File: config.mk
export PLATFORM = sky130hd
export DESIGN_NAME = pam_alarm_manager
export DESIGN_NICKNAME = d
export VERILOG_FILES = /design/src/pam_pkg.sv /design/src/pam_alarm_manager.sv
export VERILOG_INCLUDE_DIRS = /design/src
export SDC_FILE = /design/constraint.sdc
export NUM_CORES = 2
export LEC_CHECK = 0
export ABC_AREA = 1
export BUFFER_PORTS_ARGS = -buffer_cell sky130_fd_sc_hd__buf_2
export CORE_MARGIN = 1
export CORE_UTILIZATION = 25
export CTS_BUF_LIST = sky130_fd_sc_hd__clkbuf_8
export DETAILED_ROUTE_END_ITERATION = 12
export MAX_ROUTING_LAYER = met4
export PLACE_DENSITY = 0.4
export SLEW_MARGIN = 20
export SYNTH_ARGS = -nofsm -noshare
export SYNTH_HDL_FRONTEND = slang
export SYNTH_SLANG_ARGS = --single-unit
export TNS_END_PERCENT = 30
File: constraint.sdc
create_clock -name aclk -period 5.35 [get_ports aclk]
set_clock_uncertainty 0.1 [all_clocks]
set_input_delay 0 -clock aclk [delete_from_list [all_inputs] [get_ports aclk]]
set_output_delay 0 -clock aclk [all_outputs]
set_load 0.02 [all_outputs]
File: src/pam_map.svh
// register offsets, field positions, reset values and timing counts of the alarm manager
`ifndef PAM_MAP_SVH
`define PAM_MAP_SVH
`define PAM_OFF_CTRL   8'h00
`define PAM_OFF_SAFE   8'h04
`define PAM_OFF_LDLY   8'h08
`define PAM_OFF_RMAP   8'h0C
`define PAM_OFF_STAT   8'h10
`define PAM_OFF_ACK    8'h14
`define PAM_OFF_CFG    8'h20
`define PAM_OFF_THR    8'h30
`define PAM_OFF_HYS    8'h40
`define PAM_CFG_TYP    0
`define PAM_CFG_LAT    4
`define PAM_CFG_BLK    6
`define PAM_RST_CTRL   2'h0
`define PAM_RST_CFG    7'h20
`define PAM_RST_LDLY   16'h2710
`define PAM_RST_RMAP   16'h8421
`define PAM_CLK_NS     4
`define PAM_MS_NS      1000000
`define PAM_MS_CYC     ((`PAM_MS_NS + `PAM_CLK_NS - 1) / `PAM_CLK_NS)
`define PAM_RSP_TO_MS  5000
`define PAM_MIN_MS     60000
`define PAM_MSG_MS     1000
`define PAM_FLASH_MS   500
`endif

File: src/pam_pkg.sv
// types shared by the alarm manager
package pam_pkg;
  typedef enum logic [3:0] {
    PAM_T_NONE = 4'h0, PAM_T_FS_HI = 4'h1, PAM_T_FS_LO = 4'h2,
    PAM_T_DEV_HI = 4'h3, PAM_T_DEV_LO = 4'h4, PAM_T_BAND = 4'h5,
    PAM_T_RATE = 4'h6, PAM_T_OUT_HI = 4'h7, PAM_T_OUT_LO = 4'h8
  } pam_type_e;
  typedef enum logic [1:0] {
    PAM_L_NONE = 2'h0, PAM_L_AUTO = 2'h1, PAM_L_MANUAL = 2'h2, PAM_L_EVENT = 2'h3
  } pam_latch_e;
  typedef struct packed {
    logic       blk;
    pam_latch_e latch;
    pam_type_e  typ;
  } pam_cfg_s;
  typedef struct packed {
    logic       lamp;
    logic       remote_fail;
    logic       loop_break;
    logic       open_input_alarm;
    logic [3:0] acked;
    logic [3:0] active;
  } pam_stat_s;
endpackage

File: src/pam_alarm_manager.sv
// alarm supervision core with an AXI4-Lite register slave
//
// Chosen here: the AXI4-Lite register port and the register addresses.
`timescale 1ns/1ps
`include "pam_map.svh"
module pam_alarm_manager
  import pam_pkg::*;
#(
  parameter int MS_CYCLES = `PAM_MS_CYC
) (
  // clock and reset
  input  wire logic               aclk,
  input  wire logic               aresetn,
  // axi4-lite write channels
  input  wire logic [7:0]         s_axi_awaddr,
  input  wire logic               s_axi_awvalid,
  output logic                    s_axi_awready,
  input  wire logic [31:0]        s_axi_wdata,
  input  wire logic [3:0]         s_axi_wstrb,
  input  wire logic               s_axi_wvalid,
  output logic                    s_axi_wready,
  output logic [1:0]              s_axi_bresp,
  output logic                    s_axi_bvalid,
  input  wire logic               s_axi_bready,
  // axi4-lite read channels
  input  wire logic [7:0]         s_axi_araddr,
  input  wire logic               s_axi_arvalid,
  output logic                    s_axi_arready,
  output logic [31:0]             s_axi_rdata,
  output logic [1:0]              s_axi_rresp,
  output logic                    s_axi_rvalid,
  input  wire logic               s_axi_rready,
  // process side, same clock
  input  wire logic signed [15:0] pv,
  input  wire logic signed [15:0] sp,
  input  wire logic signed [15:0] op_demand,
  input  wire logic               remote_sp_strobe,
  // pins from the field and panel
  input  wire logic [2:0]         wire_open_pin,
  input  wire logic               ack_button_pin,
  // outputs
  output logic signed [15:0]      ctl_out,
  output logic                    alarm_indicator_lamp,
  output logic [3:0]              relay_energised,
  output logic                    msg_valid,
  output logic [2:0]              msg_id,
  output pam_stat_s               status
);
  localparam logic [1:0] RESP_OK = 2'h0;
  localparam logic [1:0] RESP_ERR = 2'h2;

  // configuration registers
  logic [1:0]         in_kind_reg;
  logic [15:0]        safe_reg;
  logic [15:0]        ldly_reg;
  logic [15:0]        rmap_reg;
  pam_cfg_s           cfg_reg [4];
  logic signed [15:0] thr_reg [4];
  logic [15:0]        hys_reg [4];
  logic [3:0]         sw_ack;

  // alarm state
  logic [3:0] cond_reg;
  logic [3:0] blk_reg;
  logic [3:0] act_reg;
  logic [3:0] ackd_reg;
  logic [3:0] eff;
  logic [3:0] trip;
  logic       sb;
  logic       lb_reg;
  logic       rf_reg;

  // axi write side
  logic [7:0]  aw_reg;
  logic        aw_ok;
  logic [31:0] w_reg;
  logic [3:0]  ws_reg;
  logic        w_ok;
  logic        wr_go;
  assign s_axi_awready = !aw_ok;
  assign s_axi_wready = !w_ok;
  assign wr_go = aw_ok && w_ok && !s_axi_bvalid;

  // hold address and data until both are in
  always_ff @(posedge aclk) begin
    if (!aresetn) begin
      aw_ok <= 1'b0;
      w_ok <= 1'b0;
      aw_reg <= 8'h00;
      w_reg <= 32'h0000_0000;
      ws_reg <= 4'h0;
    end else begin
      if (s_axi_awvalid && !aw_ok) begin
        aw_ok <= 1'b1;
        aw_reg <= s_axi_awaddr;
      end else if (wr_go) begin
        aw_ok <= 1'b0;
      end
      if (s_axi_wvalid && !w_ok) begin
        w_ok <= 1'b1;
        w_reg <= s_axi_wdata;
        ws_reg <= s_axi_wstrb; // strobes travel with the data, the master may move on
      end else if (wr_go) begin
        w_ok <= 1'b0;
      end
    end
  end

  // write decode and response
  always_ff @(posedge aclk) begin
    if (!aresetn) begin
      in_kind_reg <= `PAM_RST_CTRL;
      safe_reg <= 16'h0000;
      ldly_reg <= `PAM_RST_LDLY;
      rmap_reg <= `PAM_RST_RMAP;
      sw_ack <= 4'h0;
      s_axi_bvalid <= 1'b0;
      s_axi_bresp <= RESP_OK;
      for (int i = 0; i < 4; i++) begin
        cfg_reg[i] <= `PAM_RST_CFG;
        thr_reg[i] <= 16'sh0000;
        hys_reg[i] <= 16'h0000;
      end
    end else begin
      sw_ack <= 4'h0;
      if (s_axi_bvalid && s_axi_bready) begin
        s_axi_bvalid <= 1'b0;
      end
      if (wr_go) begin
        s_axi_bvalid <= 1'b1;
        s_axi_bresp <= RESP_OK;
        if (aw_reg[7:2] == `PAM_OFF_CTRL >> 2) begin
          if (ws_reg[0]) in_kind_reg <= w_reg[1:0];
        end else if (aw_reg[7:2] == `PAM_OFF_SAFE >> 2) begin
          if (ws_reg[0]) safe_reg[7:0] <= w_reg[7:0];
          if (ws_reg[1]) safe_reg[15:8] <= w_reg[15:8];
        end else if (aw_reg[7:2] == `PAM_OFF_LDLY >> 2) begin
          if (ws_reg[0]) ldly_reg[7:0] <= w_reg[7:0];
          if (ws_reg[1]) ldly_reg[15:8] <= w_reg[15:8];
        end else if (aw_reg[7:2] == `PAM_OFF_RMAP >> 2) begin
          if (ws_reg[0]) rmap_reg[7:0] <= w_reg[7:0];
          if (ws_reg[1]) rmap_reg[15:8] <= w_reg[15:8];
        end else if (aw_reg[7:2] == `PAM_OFF_STAT >> 2) begin
          s_axi_bresp <= RESP_OK; // read-only, write ignored
        end else if (aw_reg[7:2] == `PAM_OFF_ACK >> 2) begin
          if (ws_reg[0]) sw_ack <= w_reg[3:0];
        end else if (aw_reg[7:4] == `PAM_OFF_CFG >> 4) begin
          if (ws_reg[0]) cfg_reg[aw_reg[3:2]] <= w_reg[6:0];
        end else if (aw_reg[7:4] == `PAM_OFF_THR >> 4) begin
          if (ws_reg[0]) thr_reg[aw_reg[3:2]][7:0] <= w_reg[7:0];
          if (ws_reg[1]) thr_reg[aw_reg[3:2]][15:8] <= w_reg[15:8];
        end else if (aw_reg[7:4] == `PAM_OFF_HYS >> 4) begin
          if (ws_reg[0]) hys_reg[aw_reg[3:2]][7:0] <= w_reg[7:0];
          if (ws_reg[1]) hys_reg[aw_reg[3:2]][15:8] <= w_reg[15:8];
        end else begin
          s_axi_bresp <= RESP_ERR;
        end
      end
    end
  end

  // read decode, answer one cycle after the address
  always_ff @(posedge aclk) begin
    if (!aresetn) begin
      s_axi_rvalid <= 1'b0;
      s_axi_rdata <= 32'h0000_0000;
      s_axi_rresp <= RESP_OK;
    end else if (s_axi_rvalid) begin
      if (s_axi_rready) s_axi_rvalid <= 1'b0;
    end else if (s_axi_arvalid) begin
      s_axi_rvalid <= 1'b1;
      s_axi_rresp <= RESP_OK;
      s_axi_rdata <= 32'h0000_0000;
      if (s_axi_araddr[7:2] == `PAM_OFF_CTRL >> 2) begin
        s_axi_rdata[1:0] <= in_kind_reg;
      end else if (s_axi_araddr[7:2] == `PAM_OFF_SAFE >> 2) begin
        s_axi_rdata[15:0] <= safe_reg;
      end else if (s_axi_araddr[7:2] == `PAM_OFF_LDLY >> 2) begin
        s_axi_rdata[15:0] <= ldly_reg;
      end else if (s_axi_araddr[7:2] == `PAM_OFF_RMAP >> 2) begin
        s_axi_rdata[15:0] <= rmap_reg;
      end else if (s_axi_araddr[7:2] == `PAM_OFF_STAT >> 2) begin
        s_axi_rdata[11:0] <= status;
      end else if (s_axi_araddr[7:2] == `PAM_OFF_ACK >> 2) begin
        s_axi_rdata <= 32'h0000_0000;
      end else if (s_axi_araddr[7:4] == `PAM_OFF_CFG >> 4) begin
        s_axi_rdata[6:0] <= cfg_reg[s_axi_araddr[3:2]];
      end else if (s_axi_araddr[7:4] == `PAM_OFF_THR >> 4) begin
        s_axi_rdata[15:0] <= thr_reg[s_axi_araddr[3:2]];
      end else if (s_axi_araddr[7:4] == `PAM_OFF_HYS >> 4) begin
        s_axi_rdata[15:0] <= hys_reg[s_axi_araddr[3:2]];
      end else begin
        s_axi_rresp <= RESP_ERR;
      end
    end
  end
  assign s_axi_arready = !s_axi_rvalid;

  // pin synchronisers and panel acknowledge edge
  logic [2:0] wo_m, wo_s;
  logic [2:0] ab_sh;
  logic       panel_ack;
  always_ff @(posedge aclk) begin
    if (!aresetn) begin
      wo_m <= 3'h0;
      wo_s <= 3'h0;
      ab_sh <= 3'h0;
    end else begin
      wo_m <= wire_open_pin;
      wo_s <= wo_m;
      ab_sh <= {ab_sh[1:0], ack_button_pin};
    end
  end
  assign panel_ack = ab_sh[1] && !ab_sh[2];

  // millisecond tick and slower counters
  logic [17:0] ms_cnt;
  logic        ms_tick;
  logic [15:0] min_cnt;
  logic [9:0]  msg_cnt;
  assign ms_tick = ms_cnt == 18'(MS_CYCLES - 1);
  always_ff @(posedge aclk) begin
    if (!aresetn) begin
      ms_cnt <= 18'h00000;
      min_cnt <= 16'h0000;
      msg_cnt <= 10'h000;
    end else begin
      ms_cnt <= ms_tick ? 18'h00000 : ms_cnt + 18'h00001;
      if (ms_tick) begin
        min_cnt <= (min_cnt == 16'(`PAM_MIN_MS - 1)) ? 16'h0000 : min_cnt + 16'h0001;
        msg_cnt <= (msg_cnt == 10'(`PAM_MSG_MS - 1)) ? 10'h000 : msg_cnt + 10'h001;
      end
    end
  end

  // process value sampled at the start of each minute for the rate alarm
  logic signed [15:0] pv_min_reg;
  always_ff @(posedge aclk) begin
    if (!aresetn) pv_min_reg <= 16'sh0000;
    else if (ms_tick && min_cnt == 16'h0000) pv_min_reg <= pv;
  end

  // setpoint change detect
  logic signed [15:0] sp_last;
  logic               sp_chg;
  always_ff @(posedge aclk) begin
    if (!aresetn) sp_last <= 16'sh0000;
    else sp_last <= sp;
  end
  assign sp_chg = sp != sp_last;

  // sensor break by input kind: 0 thermocouple, 1 three-wire, 2 current loop
  always_comb begin
    sb = 1'b0;
    if (in_kind_reg == 2'h0) sb = wo_s[0];
    else if (in_kind_reg == 2'h1) sb = |wo_s;
    else sb = 1'b0;
  end

  // safe level replaces demand on sensor break
  always_ff @(posedge aclk) begin
    if (!aresetn) ctl_out <= 16'sh0000;
    else ctl_out <= sb ? signed'(safe_reg) : op_demand;
  end

  // loop break supervision
  logic signed [15:0] op_last, pv_ref;
  logic [15:0]        lb_cnt;
  logic               lb_run;
  always_ff @(posedge aclk) begin
    if (!aresetn) begin
      op_last <= 16'sh0000;
      pv_ref <= 16'sh0000;
      lb_cnt <= 16'h0000;
      lb_run <= 1'b0;
      lb_reg <= 1'b0;
    end else begin
      op_last <= op_demand;
      if (lb_run && pv != pv_ref) begin
        lb_run <= 1'b0;
        lb_reg <= 1'b0;
      end else if (op_demand != op_last && !lb_run) begin
        lb_run <= 1'b1;
        pv_ref <= pv;
        lb_cnt <= 16'h0000;
      end else if (lb_run && ms_tick) begin
        if (lb_cnt >= ldly_reg) lb_reg <= 1'b1;
        else lb_cnt <= lb_cnt + 16'h0001;
      end
    end
  end

  // remote setpoint watchdog
  logic [12:0] rf_cnt;
  always_ff @(posedge aclk) begin
    if (!aresetn) begin
      rf_cnt <= 13'h0000;
      rf_reg <= 1'b0;
    end else if (remote_sp_strobe) begin
      rf_cnt <= 13'h0000;
      rf_reg <= 1'b0;
    end else if (ms_tick) begin
      if (rf_cnt == 13'(`PAM_RSP_TO_MS - 1)) rf_reg <= 1'b1;
      else rf_cnt <= rf_cnt + 13'h0001;
    end
  end

  // four general alarms
  genvar g;
  generate
    for (g = 0; g < 4; g++) begin : g_alm
      logic signed [17:0] v, t, h;
      logic               hi_on, hi_off, ack;
      pam_cfg_s           c;
      assign c = cfg_reg[g];
      assign h = 18'(hys_reg[g]);
      assign ack = panel_ack || sw_ack[g];
      // every type folded into a rising compare
      always_comb begin
        v = 18'sh00000;
        t = 18'(thr_reg[g]);
        case (c.typ)
          PAM_T_FS_HI: v = 18'(pv);
          PAM_T_FS_LO: begin
            v = -18'(pv);
            t = -18'(thr_reg[g]);
          end
          PAM_T_DEV_HI: v = 18'(pv) - 18'(sp);
          PAM_T_DEV_LO: v = 18'(sp) - 18'(pv);
          PAM_T_BAND: v = (pv >= sp) ? 18'(pv) - 18'(sp) : 18'(sp) - 18'(pv);
          PAM_T_RATE: v = 18'(pv) - 18'(pv_min_reg);
          PAM_T_OUT_HI: v = 18'(op_demand);
          PAM_T_OUT_LO: begin
            v = -18'(op_demand);
            t = -18'(thr_reg[g]);
          end
          default: v = 18'sh00000;
        endcase
      end
      assign hi_on = v > t;
      assign hi_off = v < t - h;
      // hysteresis-held condition and blocking
      always_ff @(posedge aclk) begin
        if (!aresetn) begin
          cond_reg[g] <= 1'b0;
          blk_reg[g] <= 1'b1;
        end else begin
          if (c.typ == PAM_T_NONE) cond_reg[g] <= 1'b0;
          else if (hi_on) cond_reg[g] <= 1'b1;
          else if (hi_off) cond_reg[g] <= 1'b0;
          if (sp_chg) blk_reg[g] <= 1'b1;
          else if (!cond_reg[g]) blk_reg[g] <= 1'b0;
        end
      end
      assign eff[g] = cond_reg[g] && !(c.blk && blk_reg[g]);
      // latching and acknowledge
      always_ff @(posedge aclk) begin
        if (!aresetn) begin
          act_reg[g] <= 1'b0;
          ackd_reg[g] <= 1'b0;
        end else if (eff[g]) begin
          act_reg[g] <= 1'b1;
          if (ack && act_reg[g] && c.latch != PAM_L_MANUAL) ackd_reg[g] <= 1'b1;
        end else begin
          case (c.latch)
            PAM_L_NONE, PAM_L_EVENT: begin
              act_reg[g] <= 1'b0;
              ackd_reg[g] <= 1'b0;
            end
            PAM_L_AUTO: begin
              if (ackd_reg[g] || ack) begin
                act_reg[g] <= 1'b0;
                ackd_reg[g] <= 1'b0;
              end
            end
            default: begin
              if (ack) begin
                act_reg[g] <= 1'b0;
                ackd_reg[g] <= 1'b0;
              end
            end
          endcase
        end
      end
      // relay trips while the alarm is active and unacknowledged; events follow the condition
      assign trip[g] = (c.latch == PAM_L_EVENT) ? eff[g] : act_reg[g] && !ackd_reg[g];
    end
  endgenerate

  // relay outputs, each from any group of alarms
  generate
    for (g = 0; g < 4; g++) begin : g_rly
      always_ff @(posedge aclk) begin
        if (!aresetn) relay_energised[g] <= 1'b1;
        else relay_energised[g] <= !(|(rmap_reg[4*g +: 4] & trip));
      end
    end
  endgenerate

  // lamp: flash on unacknowledged, steady on acknowledged, dark for events
  logic [3:0] lit, unack;
  logic       lamp_req, lamp_flash;
  always_comb begin
    for (int i = 0; i < 4; i++) begin
      lit[i] = act_reg[i] && cfg_reg[i].latch != PAM_L_EVENT;
      unack[i] = lit[i] && !ackd_reg[i];
    end
  end
  assign lamp_req = |lit || sb || lb_reg || rf_reg;
  assign lamp_flash = |unack || sb || lb_reg || rf_reg;
  always_ff @(posedge aclk) begin
    if (!aresetn) alarm_indicator_lamp <= 1'b0;
    else if (lamp_flash) alarm_indicator_lamp <= msg_cnt < 10'(`PAM_FLASH_MS);
    else alarm_indicator_lamp <= lamp_req;
  end

  // message scroller over present sources 0..3 alarms, 4 open input, 5 loop, 6 remote
  logic [6:0] src;
  logic [2:0] nxt;
  always_comb begin
    for (int i = 0; i < 4; i++) begin
      src[i] = (cfg_reg[i].latch == PAM_L_EVENT) ? eff[i] : act_reg[i];
    end
    src[4] = sb;
    src[5] = lb_reg;
    src[6] = rf_reg;
    nxt = msg_id;
    for (int k = 7; k >= 1; k--) begin
      if (src[(32'(msg_id) + k) % 7]) nxt = 3'((32'(msg_id) + k) % 7);
    end
  end
  always_ff @(posedge aclk) begin
    if (!aresetn) begin
      msg_id <= 3'h0;
      msg_valid <= 1'b0;
    end else begin
      msg_valid <= |src;
      if (!src[msg_id] || (ms_tick && msg_cnt == 10'h000)) msg_id <= nxt;
    end
  end

  // status word
  always_ff @(posedge aclk) begin
    if (!aresetn) status <= '0;
    else status <= {alarm_indicator_lamp, rf_reg, lb_reg, sb, ackd_reg, act_reg};
  end
endmodule

==> flow_summary.ini <==
[synthesis]
synth.area.top_cells = dfxtp_1, edfxtp_1, ha_1, nand2_1, inv_1
ys_ff_latch = 458
syn_area_um2 = 35800
synthFlopType = dfxtp_1
synth_enable_flop_cells = 156
synthDistinctLibCells = 73
ys_seq_area_frac = 0.300
syn_area_per_cell_um2 = 7.14
synth.top_cell.area_share = 0.169
syn_inst = 5018
synth_top_area_cell = dfxtp_1
async_flop_share = 0
yosys_warnings = 0

[floorplanning]
start_util = 0.253
core_um2 = 142000
row_count = 138
die_w_um = 380
io_pins = 190
fp.dieArea_um2 = 145000
die-height_um = 380

[critical_path]
path_common_cell = nand2_1
cpMaxStageDelayCell = edfxtp_1
cp_top_family = simple AND/OR/NAND/NOR gates
cp-end-kind = flop
crit_path_max_fanout = 4
slowest_delay_ns = 0.38
arrival_ns = 5.43
crit_type = reg2reg
cp.buffers_inverters = 5
cp-start-kind = flop
r2r_start = thr_reg[2][0]$_SDFFCE_PN0P_
critPathLaunch = thr_reg[2][0]$_SDFFCE_PN0P_
crit_required_ns = 5.84

[global_route]
grtUsageMet2 = 0.374
grt_pass1_wl_um = 252000
grt-busiest-layer = met2
grt_antenna_before_repair = 3
grt_overflow = 0
grt_max_degree = 58
grt_pass1_vias = 36200
grt.total_usage = 0.243
use_met3 = 0.0357
use_met1 = 0.324

[clock_network]
clk_latency_ns = 0.75
path_clk_slew_ns = 0.07
cts_tree = yes
numCtsBuffers = 90
cts_sinks = 458
clk_root_buffer_cell = clkbuf_8
htreeDepth = 3
cts_max_path_buffers = 3

[power_and_ir_drop]
ir_worst_vdd_mv = 0.323
cellPowerDensity_nw_per_um2 = 288
p_leak_nw = 19.3

[route]
viasPerCell = 5.05
drt_iter0_drc = 3248
drt-pass1-iter-count = 6
vias = 37900
ant_nets = 0
wirelength_um = 176000
drc = 0
wl_per_cell_um = 23.5

[timing]
final_max_slew_viol_count = 0
finalSetupViolCount = 0
fin_crit_sh = 0.924
worst_pin_slew_ns = 1.17
tns_ns = 0
max-slew-margin-rel = 0.220
clock.fmax_mhz = 202
fin_crit_ns = 4.94
final-hold-violation-count = 0

[place]
dp_hpwl_um = 141000
place_inst = 7159
gp_congestion = 1.03
portBuffers = 149

[finish]
layout-drive-gt1-share = 0.117
nFillCells = 15400
layoutNonFillerInstCount = 7496
nets = 5955
areaGrowthSynthToFinish_pct = 22.5
utilization = 0.309

[hold_path]
worstHoldStart = s_axi_araddr[7]
worst_hold_path_type = in2reg

[flow_run]
max_cap_viol_count = 0

[status]
status = finished clean
==> area by class of cell <==
type	count	area, µm²	share of cell area
antenna	6	15.0	0.000342
multi-input combinational	3649	21600	0.493
clock buffer	107	1470	0.0336
sequential	458	10700	0.245
inverter	770	2900	0.0660
clock inverter	52	397	0.00904
timing repair buffer	564	4340	0.0990
tap	1890	2360	0.0539
==> power breakdown <==
group / internal, mW / switching [mW] / total, mW
Clock: 2.07 / 1.71 / 3.78
Sequential: 3.73 / 0.130 / 3.86
Combinational: 1.72 / 3.27 / 4.99
Total: 7.52 / 5.11 / 12.6
==> Yosys cell counts (97+ instances only) <==
| library cell | number |
|---|---|
| a21oi_1 | 395 |
| nor2_1 | 522 |
| nand3_1 | 237 |
| dfxtp_1 | 302 |
| o21ai_0 | 226 |
| clkbuf_1 | 110 |
| nor3_1 | 97 |
| edfxtp_1 | 156 |
| xor2_1 | 178 |
| nand2_1 | 843 |
| o22ai_1 | 147 |
| ha_1 | 303 |
| inv_1 | 734 |
==> what timing repair did <==
item | CTS | global route
gates resized for setup | 0 | 18
buffers inserted | 0 | 2
endpoints found under the setup margin | 0 | 4
hold endpoints to repair | 235 | 0
hold buffers | 170 | 0
==> final timing paths <==
check                                                    to  slack [ns]  cells after the start
worst max register to register     cond_reg[2]$_SDFFE_PP0P_        0.41                     30
worst max-delay path               cond_reg[2]$_SDFFE_PP0P_        0.41                     30
worst min register to register          ab_sh[1]$_SDFF_PN0_        0.31                      2
worst min-delay path            s_axi_rdata[1]$_SDFFE_PN0P_        0.09                      8
==> worst register-to-register path, delay by kind of cell, from the launching register on <==
kind / cells / cell delay [ns]
AO/OA/AOI/OAI: 8 / 1.05
XOR/XNOR: 2 / 0.46
adder cells (fa/ha/maj): 2 / 0.53
buffers and inverters: 5 / 0.52
flip-flops: 1 / 0.38
AND/OR/NAND/NOR: 13 / 1.76
==> stage by stage <==
stage / hold WS, ns / cell area (µm²) / total power [mW] / setup WS, ns
floorplan: -0.00655 / 35900 / 7.08 / 0.668
global placement: 0.0832 / 40200 / 8.78 / 0.318
detailed placement: 0.0848 / 40200 / 8.77 / 0.312
CTS: 0.0255 / 43800 / 12.7 / 0.293
global route: 0.0904 / 43900 / 13.4 / -0.0456
finish: 0.0920 / 43900 / 12.6 / 0.409
==> cells in the final DEF (no fill, tap or decap), types with 15 or more instances in the layout <==
cell	Yosys	layout
nor2_1	522	518
buf_4	21	241
a211oi_1	71	71
or2_2	27	27
inv_1	734	763
edfxtp_1	156	156
nand3_1	237	237
o221ai_1	28	27
a22oi_1	15	15
clkbuf_8	0	107
o2111ai_1	34	34
dlygate4sd3_1	0	170
o211ai_1	43	43
a221oi_1	48	48
dfxtp_1	302	302
nor4_1	30	30
nand4_1	91	91
o21a_1	15	15
nor3_1	97	91
nand2_2	18	18
xnor2_1	44	44
o21ai_1	26	32
conb_1	1	18
clkinv_1	22	25
buf_2	10	148
o21ai_0	226	220
a21oi_1	395	395
ha_1	303	303
o22ai_1	147	147
xor2_1	178	176
nand2_1	843	843
==> per-layer routing <==
layer	part of all wire	wire length, µm
met2	0.44	78000
met4	0.035	6080
met5	0	0
met1	0.45	80000
met3	0.067	11800
==> cell families (layout without fill, tap and decap cells) <==
logic type | count (synthesis) | in the layout | share of synthesized area
mux | 4 | 4 | 0.00112
buf+inv | 928 | 1493 | 0.100
simple gates | 1945 | 1945 | 0.239
fa+ha+maj | 310 | 310 | 0.110
xor+xnor | 223 | 223 | 0.0548
flops | 458 | 458 | 0.300
other cells | 1 | 24 | 0.000105
compound gates | 1149 | 1149 | 0.196
Power figures use the tool's default switching activity.
